File: src/verilog/pes_defs.vh
`ifndef PES_DEFS_VH
`define PES_DEFS_VH

// register offsets (16-bit address space)
`define PES_ADDR_PHASE_EVENT    16'he600
`define PES_ADDR_PHASE_NOLOAD   16'he608
`define PES_ADDR_MAIN_STATUS    16'he602
`define PES_ADDR_MAIN_MASK      16'he604
`define PES_ADDR_DIP_CYCLES     16'he606

// phase event field positions (low bit of each 3-bit group)
`define PES_EV_OC_LSB           3
`define PES_EV_OV_LSB           9
`define PES_EV_DIP_LSB          12
// no-load field positions
`define PES_NL_TOTAL_LSB        0
`define PES_NL_FUND_LSB         3
`define PES_NL_APP_LSB          6
// main status bit positions
`define PES_ST_NL_TOTAL         0
`define PES_ST_NL_FUND          1
`define PES_ST_NL_APP           2
`define PES_ST_DIP              16
`define PES_ST_OC               17
`define PES_ST_OV               18

// reset values
`define PES_RST_STATUS16        16'h0000
`define PES_RST_MAIN32          32'h0000_0000
`define PES_RST_DIP_CYCLES      8'h03

`endif

File: src/verilog/pes_status_bank.v
// Our own choice: the plain strobed port.
`timescale 1ns/1ns
`include "pes_defs.vh"

module pes_status_bank (
  // clock and reset
  input  wire        sys_clk,
  input  wire        srst,
  // register port
  input  wire [15:0] reg_addr,
  input  wire [31:0] reg_wdata,
  input  wire        reg_wr,
  input  wire        reg_rd,
  output reg  [31:0] reg_rdata,
  // per-phase detector inputs (bit 0 = phase a) and the shared half cycle tick
  input  wire [2:0]  overcurrent_hit,
  input  wire [2:0]  overvoltage_hit,
  input  wire [2:0]  below_dip_level,
  input  wire        half_cycle_tick,
  input  wire [2:0]  total_noload_cond,
  input  wire [2:0]  fundamental_noload_cond,
  input  wire [2:0]  apparent_noload_cond,
  // interrupt
  output reg         irq
);

  // per-phase and shared register state
  reg  [2:0]  overcurrent_phase_bits;
  reg  [2:0]  overvoltage_phase_bits;
  reg  [2:0]  dip_state_bits;
  reg  [2:0]  total_power_noload_bits;
  reg  [2:0]  fundamental_noload_bits;
  reg  [2:0]  apparent_noload_bits;
  reg  [7:0]  dip_half_cycle_count;
  reg  [7:0]  dip_cnt [0:2];
  reg  [31:0] main_interrupt_status;
  reg  [31:0] main_interrupt_mask;
  reg  [2:0]  next_dip_state;
  reg  [2:0]  dip_flip;
  reg  [31:0] ev_set;
  reg  [31:0] next_rdata;
  wire [15:0] phase_event_status;
  wire [15:0] phase_noload_status;
  wire        wr_status;
  wire        wr_mask;
  wire        wr_cycles;
  integer     i;
  integer     j;

  // word decode shared by read and write paths
  function hit;
    input [15:0] a;
    input [15:0] b;
    begin
      hit = (a == b);
    end
  endfunction

  assign wr_status = reg_wr & hit(reg_addr, `PES_ADDR_MAIN_STATUS);
  assign wr_mask   = reg_wr & hit(reg_addr, `PES_ADDR_MAIN_MASK);
  assign wr_cycles = reg_wr & hit(reg_addr, `PES_ADDR_DIP_CYCLES);

  // register images; unused bits are hard zero
  assign phase_event_status  = {1'b0, dip_state_bits, overvoltage_phase_bits,
                                3'b000, overcurrent_phase_bits, 3'b000};
  assign phase_noload_status = {7'h00, apparent_noload_bits,
                                fundamental_noload_bits, total_power_noload_bits};

  // dip qualification: a level must persist for the programmed half cycles
  always @* begin
    next_dip_state = dip_state_bits;
    for (i = 0; i < 3; i = i + 1) begin
      if (below_dip_level[i] != dip_state_bits[i] && half_cycle_tick &&
          dip_cnt[i] + 8'h01 >= dip_half_cycle_count) begin
        next_dip_state[i] = below_dip_level[i];
      end
    end
    dip_flip = next_dip_state ^ dip_state_bits;
  end

  // events raised into the main status this cycle
  always @* begin
    ev_set = 32'h0000_0000;
    ev_set[`PES_ST_OC]       = |overcurrent_hit;
    ev_set[`PES_ST_OV]       = |overvoltage_hit;
    ev_set[`PES_ST_DIP]      = |dip_flip;
    ev_set[`PES_ST_NL_TOTAL] = |(total_noload_cond & ~total_power_noload_bits);
    ev_set[`PES_ST_NL_FUND]  = |(fundamental_noload_cond & ~fundamental_noload_bits);
    ev_set[`PES_ST_NL_APP]   = |(apparent_noload_cond & ~apparent_noload_bits);
  end

  // per-phase bits: set by hardware; a main status write clears the overcurrent and overvoltage ones
  always @(posedge sys_clk) begin
    if (srst) begin
      overcurrent_phase_bits  <= 3'h0;
      overvoltage_phase_bits  <= 3'h0;
      dip_state_bits          <= 3'h0;
      total_power_noload_bits <= 3'h0;
      fundamental_noload_bits <= 3'h0;
      apparent_noload_bits    <= 3'h0;
      for (j = 0; j < 3; j = j + 1) begin
        dip_cnt[j] <= 8'h00;
      end
    end else begin
      // phase source bits are rearmed when software clears the main flag
      if (wr_status && reg_wdata[`PES_ST_OC]) begin
        overcurrent_phase_bits <= overcurrent_hit;
      end else begin
        overcurrent_phase_bits <= overcurrent_phase_bits | overcurrent_hit;
      end
      if (wr_status && reg_wdata[`PES_ST_OV]) begin
        overvoltage_phase_bits <= overvoltage_hit;
      end else begin
        overvoltage_phase_bits <= overvoltage_phase_bits | overvoltage_hit;
      end
      dip_state_bits          <= next_dip_state;
      total_power_noload_bits <= total_noload_cond;
      fundamental_noload_bits <= fundamental_noload_cond;
      apparent_noload_bits    <= apparent_noload_cond;
      // counter restarts whenever the level agrees with the state
      for (j = 0; j < 3; j = j + 1) begin
        if (below_dip_level[j] == dip_state_bits[j] || dip_flip[j]) begin
          dip_cnt[j] <= 8'h00;
        end else if (half_cycle_tick && dip_cnt[j] != 8'hff) begin
          dip_cnt[j] <= dip_cnt[j] + 8'h01;
        end
      end
    end
  end

  // main status: write one to clear, a new event wins over the clear
  always @(posedge sys_clk) begin
    if (srst) begin
      main_interrupt_status <= `PES_RST_MAIN32;
      main_interrupt_mask   <= `PES_RST_MAIN32;
      dip_half_cycle_count  <= `PES_RST_DIP_CYCLES;
    end else begin
      main_interrupt_status <= (main_interrupt_status & ~(wr_status ? reg_wdata : 32'h0))
                               | ev_set;
      if (wr_mask) begin
        main_interrupt_mask <= reg_wdata;
      end
      if (wr_cycles) begin
        dip_half_cycle_count <= reg_wdata[7:0];
      end
    end
  end

  // read mux; writes to the two status words fall through unused
  always @* begin
    if (hit(reg_addr, `PES_ADDR_PHASE_EVENT)) begin
      next_rdata = {16'h0000, phase_event_status};
    end else if (hit(reg_addr, `PES_ADDR_PHASE_NOLOAD)) begin
      next_rdata = {16'h0000, phase_noload_status};
    end else if (hit(reg_addr, `PES_ADDR_MAIN_STATUS)) begin
      next_rdata = main_interrupt_status;
    end else if (hit(reg_addr, `PES_ADDR_MAIN_MASK)) begin
      next_rdata = main_interrupt_mask;
    end else if (hit(reg_addr, `PES_ADDR_DIP_CYCLES)) begin
      next_rdata = {24'h000000, dip_half_cycle_count};
    end else begin
      next_rdata = 32'h0000_0000; // unmapped reads zero
    end
  end

  // read data stands only in the cycle after the strobe
  always @(posedge sys_clk) begin
    if (srst) begin
      reg_rdata <= 32'h0000_0000;
      irq       <= 1'b0;
    end else begin
      reg_rdata <= reg_rd ? next_rdata : 32'h0000_0000;
      // one cycle of latency on irq keeps the output straight from a flop
      irq       <= |(main_interrupt_status & main_interrupt_mask);
    end
  end

endmodule // pes_status_bank

File: config.mk
export PLATFORM = sky130hd
export DESIGN_NAME = pes_status_bank
export DESIGN_NICKNAME = d
export VERILOG_FILES = /design/src/verilog/pes_status_bank.v
export VERILOG_INCLUDE_DIRS = /design/src /design/src/verilog
export SDC_FILE = /design/constraint.sdc
export NUM_CORES = 1
export LEC_CHECK = 0
export BUFFER_PORTS_ARGS = -buffer_cell sky130_fd_sc_hd__buf_4
export CORE_ASPECT_RATIO = 0.75
export CORE_MARGIN = 4
export CORE_UTILIZATION = 30
export DETAILED_ROUTE_END_ITERATION = 16
export PLACE_DENSITY_LB_ADDON = 0.08
export SLEW_MARGIN = 25
export SYNTH_ARGS = -nofsm -noshare
export SYNTH_HDL_FRONTEND = slang
export SYNTH_SLANG_ARGS = --single-unit
File: constraint.sdc
create_clock -name sys_clk -period 2.7 [get_ports sys_clk]
set_input_delay 0.135 -clock sys_clk [delete_from_list [all_inputs] [get_ports sys_clk]]
set_output_delay 0.135 -clock sys_clk [all_outputs]
set_load 0.02 [all_outputs]
## Yosys cells after proc, flatten, opt, wreduce, memory -nomap -nowiden

Memory sizes are Yosys's and may differ from the RTL's.
Index checks and enable logic that the tools add are counted.
W data, S select, Z words.

- RAM bits: 24
- Memories: 1
- Register bits after elaboration: 123
- Output and inout port bits: 33

- Mux-type cells: 40
- Equal/unequal tests: 14
- Magnitude comparators: 3
- Bitwise logic cells: 23
- Add/sub/neg operators: 3
- Reduce and logical (&&, ||, !) cells: 24

Memory list:

| name | words | bits a word | rd ports | clocked after Yosys merged registers in | wr ports | RTL line | RTL |
|---|---|---|---|---|---|---|---|
| dip_cnt | 3 | 8 | 3 | 0 | 3 | pes_status_bank.v:35 | `reg [7:0] dip_cnt [0:2];` |

Operators with widths:

| cell | count |
|---|---|
| $mux W32 | 3 |
| $eq A16 B16 Y1 const B | 5 |
| $and A32 B32 Y32 | 2 |
| $mux W8 | 7 |
| $not A32 Y32 | 1 |
| $or A32 B19 Y32 | 1 |
| $reduce_or A32 Y1 | 1 |
| $mux W15 | 2 |
| $mux W1 | 26 |
| $add A8 B1 Y8 const B | 3 |
| $ge A8 B8 Y1 | 3 |
| $ne A8 B8 Y1 const B | 3 |
| $reduce_or A3 Y1 | 7 |
| $logic_and A1 B1 Y1 | 11 |
| $and A3 B3 Y3 | 3 |
| $not A3 Y3 | 3 |
| $mux W3 | 2 |
| $or A1 B1 Y1 | 6 |
| $or A3 B3 Y3 | 2 |
| $reduce_or A4 Y1 | 1 |
| $and A1 B1 Y1 | 3 |
| $eq A1 B1 Y1 | 3 |
| $logic_or A1 B1 Y1 | 3 |
| $ne A1 B1 Y1 | 3 |
| other kinds (3) | 3 |

## Depth between registers and ports, before layout

Gate-level depths: netlist of run 1.
An unclocked memory read counts as a cell.

- Depth after elaboration: 12
- Depth in mapped cells: 10

## Least setup slack after synthesis of run 1

No wires, ideal clock.

- Path kind: reg2reg
- Start point: mem dip_cnt[1][2]
- End point: mem dip_cnt[1][0] (enable)
- Setup time: 340 ps
- Required time: 2360 ps
- Clock period less this slack: 2766 ps
- Stages on the path, launching flop included: 10
- Path buffers: 0
- Setup slack: -66 ps
- Arrival: 2426 ps
- Cell sequence: edfxtp_1 nand3_1 nor3_1 xor2_1 ha_1 a21oi_1 a21bo_2 a31o_2 a311o_1 nand4_1

RTL lines:

| element | RTL line |
|---|---|
| start: declaration | pes_status_bank.v:35 |

==> flow_metrics.py, run 1 <==
metrics = {
    "routing": {
        "ant_nets": 0,
        "drt_iter0_drc": 457,
        "wl_per_cell_um": 17.8,
        "firstDrtPassIters": 7,
        "drc": 0,
        "viasPerCell": 4.95,
        "vias": 5787,
        "postRouteWirelength_mm": 20.8,
    },
    "worst_setup_path": {
        "cp.required_ns": 2.84,
        "worstRegToRegCells": 10,
        "r2r_end": "dip_cnt[1][7]",
        "worst-r2r-setup-slack_ns": -0.14,
        "worstSetupPathType": "reg2reg",
        "cp.arrival_ns": 2.98,
        "crit_fanout": 8,
        "rr_startpoint": "dip_cnt[1][0]",
        "crit_path_end_kind": "flip-flop",
        "cp-start-kind": "flip-flop",
    },
    "hold_path": {
        "whs_path_depth": 3,
        "worstHoldStart": "reg_wdata[16]",
        "hold-path-endpoint": "main_interrupt_mask[16]",
        "min-delay-path-class": "in2reg",
    },
    "die": {
        "start_util_pct": 30.7,
        "io_pins": 104,
        "core_area_mm2": 0.0214,
        "die_w_um": 179,
        "fp.dieH_um": 136,
        "die_area_mm2": 0.0243,
        "core.rowCount": 46,
    },
    "placed_design": {
        "hpwlAfterDp_mm": 14.3,
        "place.gp.congestion": 0.790,
        "placement.io_buffers": 103,
        "dpl-instance-area_mm2": 0.00772,
    },
    "timing": {
        "hold_violations": 0,
        "finalSetupViolCount": 15,
        "worst_slack_ns": -0.144,
        "fmax_ghz": 0.352,
        "skew_ns": 0.00983,
        "worst_pin_slew_ns": 0.684,
        "slew-limit-headroom_pct": 54.4,
        "finalCritPeriodShare_pct": 105,
        "slew_violations": 0,
        "setup_tns_ns": -1.78,
        "fin_crit_ns": 2.84,
        "rsz0062_at_grt": "yes",
    },
    "cells_and_area": {
        "final_nets": 965,
        "syn_to_final_growth_pct": 36.6,
        "antenna_cells": 0,
        "drive_gt1_share_pct": 24.8,
        "final_area_mm2": 0.00897,
    },
    "power": {
        "internal_power_uw": 4310,
        "p_seq_share_pct": 42.1,
        "netSwitchingFraction_pct": 28.3,
        "ir_drop_uv": 384,
        "combPwrFrac_pct": 21.3,
        "pwr-share-clk_pct": 36.6,
        "p_leak_uw": 0.00360,
        "switching_power_uw": 1700,
        "p_per_area_mw_per_mm2": 670,
    },
    "synth": {
        "synth-edff-count": 24,
        "ys_seq_area_share_pct": 48.5,
        "yosysWarnings": 0,
        "ys_ff_latch": 147,
        "synth_cells": 696,
        "ys_types": 56,
        "synthArstFlopShare_pct": 0,
        "synth_area_per_cell_um2": 9.43,
        "syn-num-nets": 794,
        "ys.flop_type": "dfxtp_1",
        "synth_area_mm2": 0.00656,
    },
    "global_route": {
        "antenna_found_initial": 0,
        "grt_use_total_pct": 17.1,
        "grt_max_degree": 58,
        "grt_overflow_total": 0,
        "grt_pass1_wl_mm": 32.0,
        "grt_pass1_vias": 5857,
    },
    "clock_network": {
        "cts_tree": "done",
        "clk_pin_slew_worst_paths_ns": 0.06,
        "clock_sinks": 147,
        "root_buffer": "clkbuf_16",
        "htreeDepth": 4,
        "numCtsBuffers": 17,
        "cts_buffer_depth": 2,
        "clock_latency_ns": 0.42,
    },
    "run_status": {
        "status": "finished, violations left",
        "violations": "negative setup slack",
    },
    "job": {
        "cap_violations": 0,
    },
}
-- how the worst max path moves through the flow --
stage | startpoint | to | slack [ns]
floorplan | dip_cnt[0][0] | dip_cnt[0][0] | 0.005
global placement | dip_cnt[0][4] | dip_cnt[0][6] | 0.04
detailed placement | dip_cnt[1][0] | dip_cnt[1][1] | -0.04
CTS | dip_cnt[1][0] | dip_cnt[1][7] | -0.03
global route | dip_cnt[1][0] | dip_cnt[1][7] | -0.28
finish | dip_cnt[1][0] | dip_cnt[1][7] | -0.14
-- cell families (layout without fill, tap and decap cells) --
group | count (synthesis) | after routing | share of synthesized area [%]
AO/OA/AOI/OAI | 143 | 143 | 15.2
XOR/XNOR | 21 | 21 | 2.80
adder cells (fa/ha/maj) | 27 | 27 | 5.15
buffers and inverters | 63 | 247 | 4.63
flip-flops | 147 | 147 | 48.5
multiplexers | 17 | 17 | 2.75
AND/OR/NAND/NOR | 278 | 278 | 21.0
-- critical path, cell delays in order, from the launching register on --
cell	delay (ns)
edfxtp_1	0.49
nand3_4	0.14
nor3_4	0.14
xor2_1	0.23
ha_1	0.31
a21oi_2	0.16
a21bo_2	0.24
a31o_4	0.20
a311o_1	0.34
nand4_1	0.15
buf_12	0.14
-- power groups by stage --
stage | sequential [µW] | clock, µW | combinational (µW)
floorplan | 2530 | 0 | 597
global placement | 2560 | 0 | 1010
detailed placement | 2560 | 0 | 1030
CTS | 2520 | 2250 | 1160
global route | 2550 | 2340 | 1420
finish | 2530 | 2200 | 1280
-- cell type report --
cell class,count,area (µm²)
fill,2096,12400
multi-input combinational,486,3250
sequential,147,3180
timing repair buffer,183,1510
clock buffer,22,475
tap,288,360
inverter,32,120
clock inverter,10,72.6
-- placed cells by master, fill, tap and decap left out, drive strengths merged, types with 5 or more instances in the layout --
master and n:
xor2 11, nand4 9, nor2b 24, and3 34, a311oi 6, mux2i 9, o2bb2ai 6, dfxtp 123
a21oi 45, edfxtp 24, a222oi 9, dlygate4sd3 46, a22oi 45, a31o 5, ha 27, nor3 7
xnor2 10, nand3 13, clkinv 5, buf 137, o21ai 8, mux2 8, nand2 116, nor2 56
clkbuf 22, inv 35
-- cell usage after synthesis (all sizes together), types with 2 or more instances --
cell,count,area share [%]
dfxtp,123,38
nand2,116,6.6
nor2,56,3.4
a21oi,45,3.4
a22oi,45,5.1
and3,34,3.3
inv,32,1.8
ha,27,5.1
edfxtp,24,11
nor2b,24,2.3
clkbuf,19,1.1
nand3,13,0.99
buf,12,1.7
xor2,11,1.5
xnor2,10,1.3
a222oi,9,1.4
mux2i,9,1.4
nand4,9,1.1
mux2,8,1.4
o21ai,8,0.61
nor3,7,0.53
a311oi,6,0.80
o2bb2ai,6,0.80
a31o,5,0.67
a211oi,3,0.34
a31oi,3,0.29
and2,3,0.29
and4,3,0.40
nor3b,3,0.51
a311o,2,0.31
nand2b,2,0.23
nor4,2,0.42
nor4b,2,0.36
o22ai,2,0.19
o41ai,2,0.27
-- routing by layer --
layer	track usage (%)	share of wire [%]	vias up
li1	-	-	2827
met1	25.1	50	2792
met2	25.9	44	149
met3	3.34	4.7	19
met4	4.05	1.3	0
met5	0	0	-
-- stage by stage --
step / cells / worst slack (ns) / util [%] / power, µW / hold slack [ns]
2_1_floorplan: 696 / 0.00531 / - / 3130 / 0.235
3_3_place_gp: 1080 / 0.0422 / 36.2 / 3570 / 0.357
3_5_place_dp: 1080 / -0.0351 / 36.2 / 3590 / 0.364
4_1_cts: 1161 / -0.0278 / 41.2 / 5920 / 0.00281
5_1_grt: 1168 / -0.281 / 42.0 / 6310 / 0.0152
6_report: 1168 / -0.144 / 42.0 / 6010 / 0.00923
-- repair_timing --
item,4_1_cts,5_1_grt
resized for setup,10,26
pin swaps,15,10
endpoints found under the setup margin,16,33
hold buffers,46,0
hold endpoints to repair,55,0
buffers inserted,3,7
-- sequential cells by signal, summed over array words and instances (netlist names) --
| signal | flops |
|---|---|
| apparent_noload_bits | 3 |
| main_interrupt_status | 32 |
| total_power_noload_bits | 3 |
| irq | 1 |
| fundamental_noload_bits | 3 |
| reg_rdata | 32 |
| dip_half_cycle_count | 8 |
| overcurrent_phase_bits | 3 |
| main_interrupt_mask | 32 |
| overvoltage_phase_bits | 3 |
| dip_cnt | 24 |
| dip_state_bits | 3 |
(Power assumes the default switching activity.)
==> run 2: changes to the inputs <==
--- a/config.mk
+++ b/config.mk
@@ -9,7 +9,7 @@
 export BUFFER_PORTS_ARGS = -buffer_cell sky130_fd_sc_hd__buf_4
 export CORE_ASPECT_RATIO = 0.75
 export CORE_MARGIN = 4
-export CORE_UTILIZATION = 30
+export CORE_UTILIZATION = 51
 export DETAILED_ROUTE_END_ITERATION = 16
 export PLACE_DENSITY_LB_ADDON = 0.08
 export SLEW_MARGIN = 25
==> run 2 against run 1 <==
Against the previous run: fmax rose by 2.3%; critical path depth did not move; worst setup slack improved by 0.063 ns; combinational power rose by 5%; the flow still finishes with violations (negative setup slack); sequential cell count did not move; register-to-register slack improved by 0.06 ns; global-route usage rose by 8.8 points; via count rose by 2.1%; die area fell by 39%; clock skew rose by 0.00074 ns; count of clock-buffer cells in the layout fell by 3; largest cell class unchanged.
==> flow_metrics.py, run 2 (same netlist as run 1, synthesis figures left out) <==
metrics = {
    "worst_setup_path": {
        "worstRegToRegCells": 10,
        "cp-start-kind": "flip-flop",
        "cp.required_ns": 2.83,
        "crit_fanout": 8,
        "crit_path_end_kind": "flip-flop",
        "worstSetupPathType": "reg2reg",
        "cp.arrival_ns": 2.91,
    },
    "hold_path": {
        "whs_path_depth": 3,
        "min-delay-path-class": "in2reg",
    },
    "clock_network": {
        "root_buffer": "clkbuf_16",
        "htreeDepth": 4,
        "numCtsBuffers": 17,
        "cts_buffer_depth": 2,
        "clock_latency_ns": 0.42,
        "clock_sinks": 147,
        "clk_pin_slew_worst_paths_ns": 0.07,
        "cts_tree": "done",
    },
    "power": {
        "ir_drop_uv": 499,
        "p_per_area_mw_per_mm2": 717,
        "p_leak_uw": 0.00365,
    },
    "cells_and_area": {
        "multi_input_area_mm2": 0.00326,
        "final_cell_mix": "buf_4 (139), dfxtp_1 (123), nand2_1 (115), nor2_1 (50), a22oi_1 (45)",
        "final_area_mm2": 0.00893,
        "seqCellArea_mm2": 0.00318,
        "final_common_cell": "buf_4",
        "antenna_cells": 0,
        "final_util_pct": 71.8,
        "final_nets": 967,
        "largest_registers": "main_interrupt_mask x32, main_interrupt_status x32, reg_rdata x32",
        "syn_to_final_growth_pct": 36.0,
        "n_fill_cell": 953,
        "drive_gt1_share_pct": 25.1,
    },
    "routing": {
        "ant_nets": 0,
        "vias": 5910,
        "drt_iter0_drc": 490,
        "wl_per_cell_um": 18.3,
        "firstDrtPassIters": 5,
        "drc": 0,
        "postRouteWirelength_mm": 19.1,
        "viasPerCell": 5.64,
    },
    "placed_design": {
        "place.gp.congestion": 0.819,
        "placement.io_buffers": 103,
        "dpl_worst_slack_ns": -0.117,
        "hpwlAfterDp_mm": 13.0,
        "dpl-instance-area_mm2": 0.00757,
    },
    "global_route": {
        "grt_pass1_vias": 5745,
        "antenna_found_initial": 0,
        "grt_pass1_wl_mm": 30.5,
        "grt_max_degree": 59,
        "grt_use_total_pct": 25.9,
        "grt_overflow_total": 0,
    },
    "timing": {
        "holdWs_ns": 0.00980,
        "setup_tns_ns": -0.633,
        "slew_violations": 0,
        "fmax_ghz": 0.360,
        "worst_pin_slew_ns": 0.640,
        "slew-limit-headroom_pct": 57.2,
        "finalCritPeriodShare_pct": 103,
        "rsz0062_at_grt": "yes",
        "fin_crit_ns": 2.78,
        "worst_slack_ns": -0.0814,
        "skew_ns": 0.0106,
        "hold_violations": 0,
        "finalSetupViolCount": 8,
    },
    "die": {
        "fp.dieH_um": 106,
        "die_area_mm2": 0.0148,
        "io_pins": 104,
        "core.rowCount": 35,
        "start_util_pct": 52.8,
        "core_area_mm2": 0.0124,
        "die_w_um": 139,
    },
    "job": {
        "cap_violations": 0,
    },
    "run_status": {
        "violations": "negative setup slack",
        "status": "finished, violations left",
    },
}
## run 2: routing by layer
metal	up-vias	track usage (%)	part of all wire, %
met4	0	5.17	0.67
li1	2841	-	-
met1	2824	37.7	46
met3	11	5.49	7.9
met2	234	40.0	45
met5	-	0	0
## run 2: cell type report
cell class / count / share of cell area, %
sequential: 147 / 35.7
clock buffer: 19 / 5.33
tap: 166 / 2.33
clock inverter: 12 / 1.84
inverter: 32 / 1.35
timing repair buffer: 185 / 17.0
multi-input combinational: 486 / 36.5
## run 2: per-stage QoR
step           power (µW)  instances
2_1_floorplan        3130        696
3_3_place_gp         3550        958
3_5_place_dp         3590        958
4_1_cts              6270       1041
5_1_grt              6680       1047
6_report             6400       1047
## run 2: worst paths after layout
path                           startpoint                        end  slack, ns
setup / recovery            dip_cnt[1][0]              dip_cnt[1][3]      -0.08
hold / removal         overvoltage_hit[1]  overvoltage_phase_bits[1]       0.01
setup reg to reg            dip_cnt[1][0]              dip_cnt[1][3]      -0.08
hold reg to reg   main_interrupt_mask[21]    main_interrupt_mask[21]       0.47
## run 2: where the power goes
| part | total (µW) | switching, µW | internal, µW |
|---|---|---|---|
| Combinational | 1340 | 634 | 705 |
| Sequential | 2530 | 138 | 2390 |
| Clock | 2530 | 955 | 1580 |
## run 2: repair_timing
item / 4_1_cts / 5_1_grt
hold buffers: 42 / 0
pin swaps: 5 / 14
hold endpoints to repair: 54 / 0
setup buffers: 10 / 6
setup endpoints to repair: 8 / 33
gates resized for setup: 7 / 28
## run 2: critical path, cell delays in order (launching register included)
cell and delay [ns]:
edfxtp_1 0.45, nand3_4 0.13, nor2_1 0.17, xor2_1 0.27, ha_1 0.30, a21o_1 0.17
a21bo_2 0.22, a31o_4 0.20, a311o_1 0.29, nand4_1 0.16, buf_12 0.14
